File: src/verilog/status_packer_defines.vh
// Purpose: shared constants of the safety status word packer
// Assumes: included by its bare name from each design file
// Notes: octet 0 is message bits 7:0, octet 1 is 15:8, octet 2 is 23:16
`ifndef STATUS_PACKER_DEFINES_VH
`define STATUS_PACKER_DEFINES_VH

// message geometry
`define MSG_WIDTH 24
`define MSG_USED_MASK 24'h02F0F3

// flag positions inside the 24-bit message
`define POS_SPEED_TWO 0
`define POS_SPEED_ONE 1
`define POS_CTRL_STOP 4
`define POS_EMERG_STOP 5
`define POS_BRAKE 6
`define POS_TORQUE_OFF 7
`define POS_ACCEL_ONE 12
`define POS_ACCEL_ZERO 13
`define POS_SPEED_FOUR 14
`define POS_SPEED_THREE 15
`define POS_MAX_SPEED 17

// register byte offsets
`define OFF_CTRL 8'h00
`define OFF_LIVE 8'h04
`define OFF_MSG 8'h08
`define OFF_IRQ_STATUS 8'h0C
`define OFF_IRQ_CLEAR 8'h10
`define OFF_IRQ_ENABLE 8'h14
`define OFF_FRAME_COUNT 8'h18
`define OFF_SEND 8'h1C

// control register fields and reset value
`define CTRL_SEND_EN 0
`define CTRL_FORCE_ZERO 1
`define CTRL_RESET 2'h1

// event bits of the interrupt registers
`define EV_SENT 0
`define EV_CHANGED 1
`define EV_ZERO_ENTRY 2
`define EV_WIDTH 3
`define IRQ_ENABLE_RESET 3'h0

// live status register fields above the message bits
`define LIVE_ZERO_STATE 24
`define LIVE_FAIL_SAFE 25
`define LIVE_CONFIG 26

`endif

File: src/verilog/safety_status_word_packer.v
// Purpose: packs safety function states into the first three octets
//          of the fail-safe input user data sent to the safety controller
// Assumes: all inputs synchronous to pclk; frame_req is a one-cycle pulse
// Notes: registers on APB with one wait-free access cycle; reserved
//        bits are always zero; fail-safe and configuration clear all
//
// Chosen here: the APB interface to the registers and the placing of the registers.
`include "status_packer_defines.vh"

module safety_status_word_packer #(
  parameter W = `MSG_WIDTH,
  parameter CNT_W = 16
) (
  input wire pclk,
  input wire presetn,
  input wire psel,
  input wire penable,
  input wire pwrite,
  input wire [7:0] paddr,
  input wire [31:0] pwdata,
  output reg [31:0] prdata,
  output reg pready,
  output reg pslverr,
  input wire fail_safe_state,
  input wire config_state,
  input wire frame_req,
  input wire speed_limit_one_on,
  input wire speed_limit_two_on,
  input wire speed_limit_three_on,
  input wire speed_limit_four_on,
  input wire below_limit_one,
  input wire below_limit_two,
  input wire below_limit_three,
  input wire below_limit_four,
  input wire controlled_stop_on,
  input wire emergency_stop_on,
  input wire brake_control_on,
  input wire torque_removal_on,
  input wire accel_range_zero_on,
  input wire accel_range_one_on,
  input wire max_speed_supervision_on,
  output wire [W-1:0] msg_data,
  output wire msg_valid,
  output reg irq
);

  reg [1:0] ctrl_q;
  reg [1:0] ctrl_d;
  reg [`EV_WIDTH-1:0] irq_status_q;
  reg [`EV_WIDTH-1:0] irq_status_d;
  reg [`EV_WIDTH-1:0] irq_enable_q;
  reg [`EV_WIDTH-1:0] irq_enable_d;
  reg [`EV_WIDTH-1:0] irq_clear;
  reg [`EV_WIDTH-1:0] events;
  reg [CNT_W-1:0] frame_count_q;
  reg [W-1:0] prev_msg_q;
  reg zero_state_q;
  reg sw_send_q;
  reg sw_send_d;
  reg [W-1:0] live_word;
  reg [31:0] rd_value;
  reg rd_error;
  wire zero_force;
  wire capture;
  wire setup_phase;
  wire wr_access;

  // apb phase decode
  assign setup_phase = psel & ~penable;
  assign wr_access = psel & penable & pready & pwrite;

  // the message is held at zero in fail-safe or configuration state
  assign zero_force = fail_safe_state | config_state |
                      ctrl_q[`CTRL_FORCE_ZERO];

  // a frame is requested by the link or by a software send strobe
  assign capture = (frame_req & ctrl_q[`CTRL_SEND_EN]) | sw_send_q;

  // live flag word, one bit per safety function
  always @* begin
    live_word = {W{1'b0}};
    live_word[`POS_SPEED_TWO] = speed_limit_two_on &
                                below_limit_two;
    live_word[`POS_SPEED_ONE] = speed_limit_one_on &
                                below_limit_one;
    live_word[`POS_CTRL_STOP] = controlled_stop_on;
    live_word[`POS_EMERG_STOP] = emergency_stop_on;
    live_word[`POS_BRAKE] = brake_control_on;
    live_word[`POS_TORQUE_OFF] = torque_removal_on;
    live_word[`POS_ACCEL_ONE] = accel_range_one_on;
    live_word[`POS_ACCEL_ZERO] = accel_range_zero_on;
    live_word[`POS_SPEED_FOUR] = speed_limit_four_on &
                                 below_limit_four;
    live_word[`POS_SPEED_THREE] = speed_limit_three_on &
                                  below_limit_three;
    live_word[`POS_MAX_SPEED] = max_speed_supervision_on;
  end

  // snapshot register that feeds the outgoing message
  frame_capture #(
    .W(W),
    .USED_MASK(`MSG_USED_MASK)
  ) u_capture (
    .pclk(pclk),
    .presetn(presetn),
    .capture(capture),
    .zero_force(zero_force),
    .live_word(live_word),
    .word_q(msg_data),
    .sent_q(msg_valid)
  );

  // read mux, evaluated during the setup cycle
  always @* begin
    rd_value = 32'h00000000;
    rd_error = 1'b0;
    case (paddr)
      `OFF_CTRL: begin
        rd_value[1:0] = ctrl_q;
      end
      `OFF_LIVE: begin
        rd_value[W-1:0] = live_word;
        rd_value[`LIVE_ZERO_STATE] = zero_force;
        rd_value[`LIVE_FAIL_SAFE] = fail_safe_state;
        rd_value[`LIVE_CONFIG] = config_state;
      end
      `OFF_MSG: begin
        rd_value[W-1:0] = msg_data;
      end
      `OFF_IRQ_STATUS: begin
        rd_value[`EV_WIDTH-1:0] = irq_status_q;
      end
      `OFF_IRQ_CLEAR: begin
        rd_value = 32'h00000000; // write-only, reads zero
      end
      `OFF_IRQ_ENABLE: begin
        rd_value[`EV_WIDTH-1:0] = irq_enable_q;
      end
      `OFF_FRAME_COUNT: begin
        rd_value[CNT_W-1:0] = frame_count_q;
      end
      `OFF_SEND: begin
        rd_value = 32'h00000000; // write-only, reads zero
      end
      default: begin
        rd_error = 1'b1;
      end
    endcase
  end

  // bus answer: ready in the first access cycle, no wait states
  always @(posedge pclk or negedge presetn) begin
    if (!presetn) begin
      pready <= 1'b0;
      prdata <= 32'h00000000;
      pslverr <= 1'b0;
    end else if (setup_phase) begin
      pready <= 1'b1;
      prdata <= pwrite ? 32'h00000000 : rd_value;
      pslverr <= rd_error;
    end else begin
      pready <= 1'b0;
      prdata <= 32'h00000000;
      pslverr <= 1'b0;
    end
  end

  // register writes take effect at the completing edge
  always @* begin
    ctrl_d = ctrl_q;
    irq_enable_d = irq_enable_q;
    irq_clear = {`EV_WIDTH{1'b0}};
    sw_send_d = 1'b0;
    if (wr_access) begin
      case (paddr)
        `OFF_CTRL: begin
          ctrl_d = pwdata[1:0];
        end
        `OFF_IRQ_CLEAR: begin
          irq_clear = pwdata[`EV_WIDTH-1:0];
        end
        `OFF_IRQ_ENABLE: begin
          irq_enable_d = pwdata[`EV_WIDTH-1:0];
        end
        `OFF_SEND: begin
          sw_send_d = pwdata[0];
        end
        default: begin
          ctrl_d = ctrl_q;
        end
      endcase
    end
  end

  // control and enable registers
  always @(posedge pclk or negedge presetn) begin
    if (!presetn) begin
      ctrl_q <= `CTRL_RESET;
      irq_enable_q <= `IRQ_ENABLE_RESET;
      sw_send_q <= 1'b0;
    end else begin
      ctrl_q <= ctrl_d;
      irq_enable_q <= irq_enable_d;
      sw_send_q <= sw_send_d;
    end
  end

  // events: frame sent, content changed, entry into the zero state
  always @* begin
    events = {`EV_WIDTH{1'b0}};
    events[`EV_SENT] = msg_valid;
    events[`EV_CHANGED] = msg_valid & (msg_data != prev_msg_q);
    events[`EV_ZERO_ENTRY] = zero_force & ~zero_state_q;
  end

  // sticky status: a new event wins over a clear in the same cycle
  always @* begin
    irq_status_d = (irq_status_q & ~irq_clear) | events;
  end

  // status, history and interrupt line
  always @(posedge pclk or negedge presetn) begin
    if (!presetn) begin
      irq_status_q <= {`EV_WIDTH{1'b0}};
      prev_msg_q <= {W{1'b0}};
      zero_state_q <= 1'b0;
      irq <= 1'b0;
    end else begin
      irq_status_q <= irq_status_d;
      zero_state_q <= zero_force;
      if (msg_valid) begin
        prev_msg_q <= msg_data;
      end
      irq <= |(irq_status_d & irq_enable_d);
    end
  end

  // count of frames handed to the link, wraps at full scale
  always @(posedge pclk or negedge presetn) begin
    if (!presetn) begin
      frame_count_q <= {CNT_W{1'b0}};
    end else if (msg_valid) begin
      frame_count_q <= frame_count_q + {{(CNT_W-1){1'b0}}, 1'b1};
    end
  end

endmodule // safety_status_word_packer

File: src/verilog/frame_capture.v
// Purpose: one-cycle snapshot of the outgoing status message
// Assumes: capture is a one-cycle pulse on pclk
// Notes: zero_force clears the message at the next edge and blocks capture
`include "status_packer_defines.vh"

module frame_capture #(
  parameter W = `MSG_WIDTH,
  parameter [W-1:0] USED_MASK = `MSG_USED_MASK
) (
  input wire pclk,
  input wire presetn,
  input wire capture,
  input wire zero_force,
  input wire [W-1:0] live_word,
  output reg [W-1:0] word_q,
  output reg sent_q
);

  genvar i;

  // every bit is loaded on the same edge, reserved bits stay zero
  generate
    for (i = 0; i < W; i = i + 1) begin : g_bit
      always @(posedge pclk or negedge presetn) begin
        if (!presetn) begin
          word_q[i] <= 1'b0;
        end else if (zero_force) begin
          word_q[i] <= 1'b0;
        end else if (capture) begin
          word_q[i] <= live_word[i] & USED_MASK[i];
        end
      end
    end
  endgenerate

  // a frame leaves only when not held at zero
  always @(posedge pclk or negedge presetn) begin
    if (!presetn) begin
      sent_q <= 1'b0;
    end else begin
      sent_q <= capture & ~zero_force;
    end
  end

endmodule // frame_capture

File: config.mk
export PLATFORM = sky130hd
export DESIGN_NAME = safety_status_word_packer
export DESIGN_NICKNAME = d
export VERILOG_FILES = /design/src/verilog/safety_status_word_packer.v /design/src/verilog/frame_capture.v
export VERILOG_INCLUDE_DIRS = /design/src /design/src/verilog
export SDC_FILE = /design/constraint.sdc
export NUM_CORES = 1
export LEC_CHECK = 0
export ABC_CLOCK_PERIOD_IN_PS = 2050
export BUFFER_PORTS_ARGS = -buffer_cell sky130_fd_sc_hd__buf_4
export CORE_MARGIN = 5
export CORE_UTILIZATION = 45
export CTS_CLUSTER_DIAMETER = 60
export DETAILED_ROUTE_END_ITERATION = 10
export PLACE_DENSITY_LB_ADDON = 0.2
export SKIP_CTS_REPAIR_TIMING = 1
export SLEW_MARGIN = 20
export SYNTH_ARGS = -nofsm -noshare
export SYNTH_HDL_FRONTEND = slang
export SYNTH_SLANG_ARGS = --single-unit
File: constraint.sdc
create_clock -name pclk -period 2.05 [get_ports pclk]
set_input_delay 0.1025 -clock pclk [delete_from_list [all_inputs] [get_ports pclk]]
set_output_delay 0.1025 -clock pclk [all_outputs]
set_load 0.02 [all_outputs]
**Yosys cells after proc, flatten, opt, wreduce, memory -nomap -nowiden**

Index checks and enable logic that the tools add are counted.

- $add $sub $neg: 1
- Equal/unequal tests: 8
- Mux-type cells: 40
- Bitwise gates (word level): 22
- Reductions and logical operators: 5

Operator list:

| operator | number |
|---|---|
| $mux 27 | 2 |
| $pmux 13 s3 | 1 |
| $eq 8x5->1 const B | 4 |
| $mux 1 | 29 |
| $ne 24x24->1 | 1 |
| $add 16x1->16 const B | 1 |
| $eq 8x4->1 const B | 2 |
| $pmux 8 s2 | 1 |
| $mux 3 | 5 |
| $and 1x1->1 | 12 |
| $pmux 2 s6 | 1 |
| $eq 8x3->1 const B | 1 |
| $logic_not 8->1 | 1 |
| $reduce_or 8->1 | 1 |
| $and 3x3->3 | 2 |
| $pmux 1 s4 | 1 |
| $not 1->1 | 3 |
| $not 3->3 | 1 |
| $or 1x1->1 | 3 |
| $or 3x3->3 | 1 |
| $reduce_or 3->1 | 1 |
| $reduce_and 2->1 | 1 |
| $reduce_bool 2->1 | 1 |

- Flip-flop bits (word level): 93
- Bits of input ports: 63
- Output and inout port bits: 60
- Word-level logic and storage cells: 100

**Logic depth before layout (Yosys ltp)**

- Word-level depth: 9
- Depth in mapped cells: 7

**By module**

Synthesis repeated with hierarchy kept, for this count alone.

- Cells, all modules: 360
- Area total of the unflattened synthesis: 4231.6 um^2

By module, submodules not included:

| module | times used | cells an instance | area each (um^2) | sequential area each (um^2) |
|---|---|---|---|---|
| safety_status_word_packer | 1 | 309 | 3656.0 | 2003.2 |
| frame_capture | 1 | 51 | 575.6 | 300.3 |

**Worst setup path after synthesis**

No wires, ideal clock.

- Kind: register to register
- From: register pready
- To: register irq
- Library setup time: 126 ps
- Arrival: 1779 ps
- Required time: 1924 ps
- Setup slack: 145 ps
- Stages on the path, launching flop included: 7
- Path buffers: 1
- Cells stage by stage: dfrtp_1 > and4_1 > clkbuf_1 > and4b_1 > mux2_2 > a21boi_1 > a221o_1

RTL lines:

| what | RTL line | source |
|---|---|---|
| start, declared | safety_status_word_packer.v:22 | `output reg pready,` |
| start signal, assigned | safety_status_word_packer.v:154 | `pready <= 1'b0;` |
| start signal, assigned | safety_status_word_packer.v:158 | `pready <= 1'b1;` |
| start signal, assigned | safety_status_word_packer.v:162 | `pready <= 1'b0;` |
| $and 1x1->1 (2 in a row) | safety_status_word_packer.v:70 | `assign wr_access = psel & penable & pready & pwrite;` |
| $mux 3 | safety_status_word_packer.v:174 | `if (wr_access) begin` |
| named net irq_enable_d[2] | safety_status_word_packer.v:52 | `` reg [`EV_WIDTH-1:0] irq_enable_d; `` |
| $and 3x3->3 | safety_status_word_packer.v:234 | `irq <= \|(irq_status_d & irq_enable_d);` |
| $reduce_or 3->1 | safety_status_word_packer.v:234 |  |
| end signal, assigned | safety_status_word_packer.v:234 |  |
| end, declared | safety_status_word_packer.v:44 | `output reg irq` |

The timed path passes the listed nets, and every way through them passes these cells.
A chain may end at the register's enable or synchronous reset.

**Final worst setup path**

- From: input port pwrite
- To: register irq

RTL lines:

| what | RTL line | source |
|---|---|---|
| start, declared | safety_status_word_packer.v:18 | `input wire pwrite,` |
| $and 1x1->1 | safety_status_word_packer.v:70 |  |
| $mux 3 | safety_status_word_packer.v:174 |  |
| named net irq_enable_d[2] | safety_status_word_packer.v:52 |  |
| $and 3x3->3 | safety_status_word_packer.v:234 |  |
| $reduce_or 3->1 | safety_status_word_packer.v:234 |  |

The timed path passes the listed nets, and every way through them passes these cells.

==> results.py <==
metrics = {
    "clock_network": {
        "cts_tree": "built",
        "path_clk_slew_ns": 0.08,
        "cts_buffers": 9,
        "cts_buffer_depth": 2,
        "root_buffer": "clkbuf_8",
        "ctsHtreeMaxLevel": 3,
        "cts.sinks": 72,
        "clk_latency_ns": 0.34,
    },
    "floorplan": {
        "rows": 31,
        "io_pins": 123,
        "die_x_um": 96.4,
        "core_area_mm2": 0.00725,
        "dieArea_mm2": 0.00930,
        "initial_core_util_pct": 46.4,
        "fp.dieH_um": 96.4,
    },
    "logic_synthesis": {
        "synth_area_per_cell_um2": 10.8,
        "netlist_instances": 310,
        "synth_edf_count": 0,
        "netlist_area_mm2": 0.00336,
        "yosysWarnings": 0,
        "synth_fa_ha_area_share_pct": 0.372,
        "synth-simple-area-share_pct": 16.9,
        "synth_compound_area_share_pct": 7.70,
        "synth_mux_area_share_pct": 6.29,
        "ys_async_sr_fraction_pct": 100,
        "synth_area_leader_cell": "dfrtp_1",
        "synth_top_cells_by_area": "dfrtp_1 (53%), buf_4 (6.0%), xnor2_1 (6.0%)",
        "yosys_most_used_dff": "dfrtp_1",
        "ys_seq_elements": 72,
        "yosysUniqueCellTypes": 45,
        "synth_common_cells": "dfrtp_1 (71), nand2_1 (39), buf_4 (27)",
        "synth_top_family_by_area": "simple AND/OR/NAND/NOR gates",
        "ys_seq_area_share_pct": 53.6,
        "synth.most_common_cell": "dfrtp_1",
        "synth_top_area_share_pct": 52.8,
        "synth-xor-area-share_pct": 6.77,
    },
    "job": {
        "cap_violations": 0,
    },
    "placed_design": {
        "dpl.hpwl_um": 5710,
        "place_area_mm2": 0.00394,
        "port_buffers": 68,
        "pre_cts_slack_ns": 0.214,
        "gp_congestion": 0.844,
    },
    "timing": {
        "finClkSkew_ns": 0.00897,
        "maxSlewViolCount": 0,
        "rsz0062_at_grt": "no",
        "tightestPinTransition_ns": 1.06,
        "fin_crit_sh_pct": 93.8,
        "setup_viol": 0,
        "setup_slack_ns": 0.126,
        "clock.fmax_mhz": 520,
        "timing_hold_violations_final": 0,
        "worst_slew_margin_rel_pct": 29.3,
        "min_period_ns": 1.92,
        "tns_ns": 0,
        "fin_hold_ws_ns": 0.0105,
    },
    "worst_setup_path": {
        "worst_setup_path_end_kind": "register",
        "cp.arrival_ns": 2.16,
        "reg2regPathDepth": 5,
        "path_max_fanout": 6,
        "crit_type": "in2reg",
        "crit_required_ns": 2.28,
        "critPathLaunchType": "primary input",
    },
    "drt": {
        "routed_via_density": 5.02,
        "routedWlPerCell_um": 16.1,
        "routed_wl_um": 7900,
        "drt_iter0_drc": 151,
        "vias": 2469,
        "route.detailed.drc": 0,
        "ant_nets": 0,
        "dr.pass1.iters": 5,
    },
    "cells_and_area": {
        "n_antenna_cell": 0,
        "fin_area_mm2": 0.00418,
        "drive_gt1_share_pct": 30.8,
        "area_growth_pct": 24.3,
        "final_nets": 452,
    },
    "worst_hold_path": {
        "hp-class": "in2reg",
        "worstHoldPathCells": 3,
    },
    "global_routing": {
        "grtUsageTotal_pct": 18.1,
        "first_global_vias": 2475,
        "grt_max_degree": 38,
        "grt_pass1_wl_um": 12500,
        "antenna_found_initial": 0,
        "overflow": 0,
    },
    "power_and_ir_drop": {
        "vdd_drop_max_v": 0.000464,
        "leakage_nw": 2.03,
        "power_per_cell_area_mw_per_mm2": 685,
    },
    "outcome": {
        "status": "complete, no violations",
    },
}
## layer usage
layer  vias to the layer above  GRT usage, %  wire length, µm
li1                       1175             -                -
met1                      1200          24.5             3480
met2                        79          28.5             3630
met3                        15          4.03              640
met4                         0          7.01              151
met5                         -             0                0
## worst paths after layout
kind | from | end | slack, ns
worst max-delay path | pwrite | irq$_DFF_PN0_ | 0.13
worst min-delay path | torque_removal_on | u_capture.word_q[7]$_DFFE_PN0P_ | 0.01
worst max register to register | pready$_DFF_PN0_ | irq$_DFF_PN0_ | 0.19
worst min register to register | frame_count_q[15]$_DFFE_PN0P_ | frame_count_q[15]$_DFFE_PN0P_ | 0.48
max in group asynchronous | presetn | frame_count_q[13]$_DFFE_PN0P_ | 1.21
min in group asynchronous | presetn | ctrl_q[1]$_DFFE_PN0P_ | 0.27
## cell type report
| type | instances | area [µm²] |
|---|---|---|
| Fill cell | 655 | 3070 |
| Sequential cell | 72 | 1800 |
| Multi-Input combinational cell | 219 | 1370 |
| Timing Repair Buffer | 82 | 646 |
| Clock buffer | 10 | 138 |
| Tap cell | 99 | 124 |
| Clock inverter | 6 | 82.6 |
| Inverter | 4 | 15.0 |
## metrics by stage
stage	utilization, %	total power [mW]	std cells
6_report	57.6	2.86	492
5_1_grt	57.6	2.97	492
3_5_place_dp	54.3	1.65	474
2_1_floorplan	-	1.57	334
4_1_cts	57.3	2.88	490
3_3_place_gp	54.3	1.64	474
## sequential cells by signal, indices dropped and copies added (netlist names), 2 cells and up
name              cells
prdata               20
frame_count_q        16
prev_msg_q           11
u_capture.word_q     11
irq_enable_q          3
irq_status_q          3
ctrl_q                2
## power breakdown
group          internal, mW  total [mW]  switching [mW]
clock                 0.712        1.24           0.529
combinational        0.0677       0.195           0.127
sequential             1.42        1.43         0.00202
## layout by cell type, fill, tap and decap left out, drive strengths merged, types with 2 or more instances in the layout
master	count
a21boi	2
nor2	18
nor3	4
o211ai	2
inv	4
buf	80
a32oi	2
conb	25
nand4	7
nand2b	3
dlygate4sd3	2
dfrtp	71
bufinv	2
mux2i	2
a21oi	16
o21ai	6
a222oi	6
clkinv	3
nand3	14
clkbuf	10
mux2	17
xnor2	23
xor2	3
nand2	39
and3	13
## cells by family (layout without fill, tap and decap cells)
family          count (synthesis)  in the layout
fa+ha+maj                       1              1
simple gates                  109            109
mux                            19             19
flops                          72             72
xor+xnor                       26             26
compound gates                 39             39
buf+inv                        43            102
other cells                     1             25
## critical path, stage by stage
cell	delay, ns
dlygate4sd3_1	0.53
buf_4	0.12
and4_1	0.34
and4b_1	0.31
mux2_2	0.36
a21boi_1	0.13
a221o_1	0.26
No activity file was read; power rests on OpenSTA's default activity.
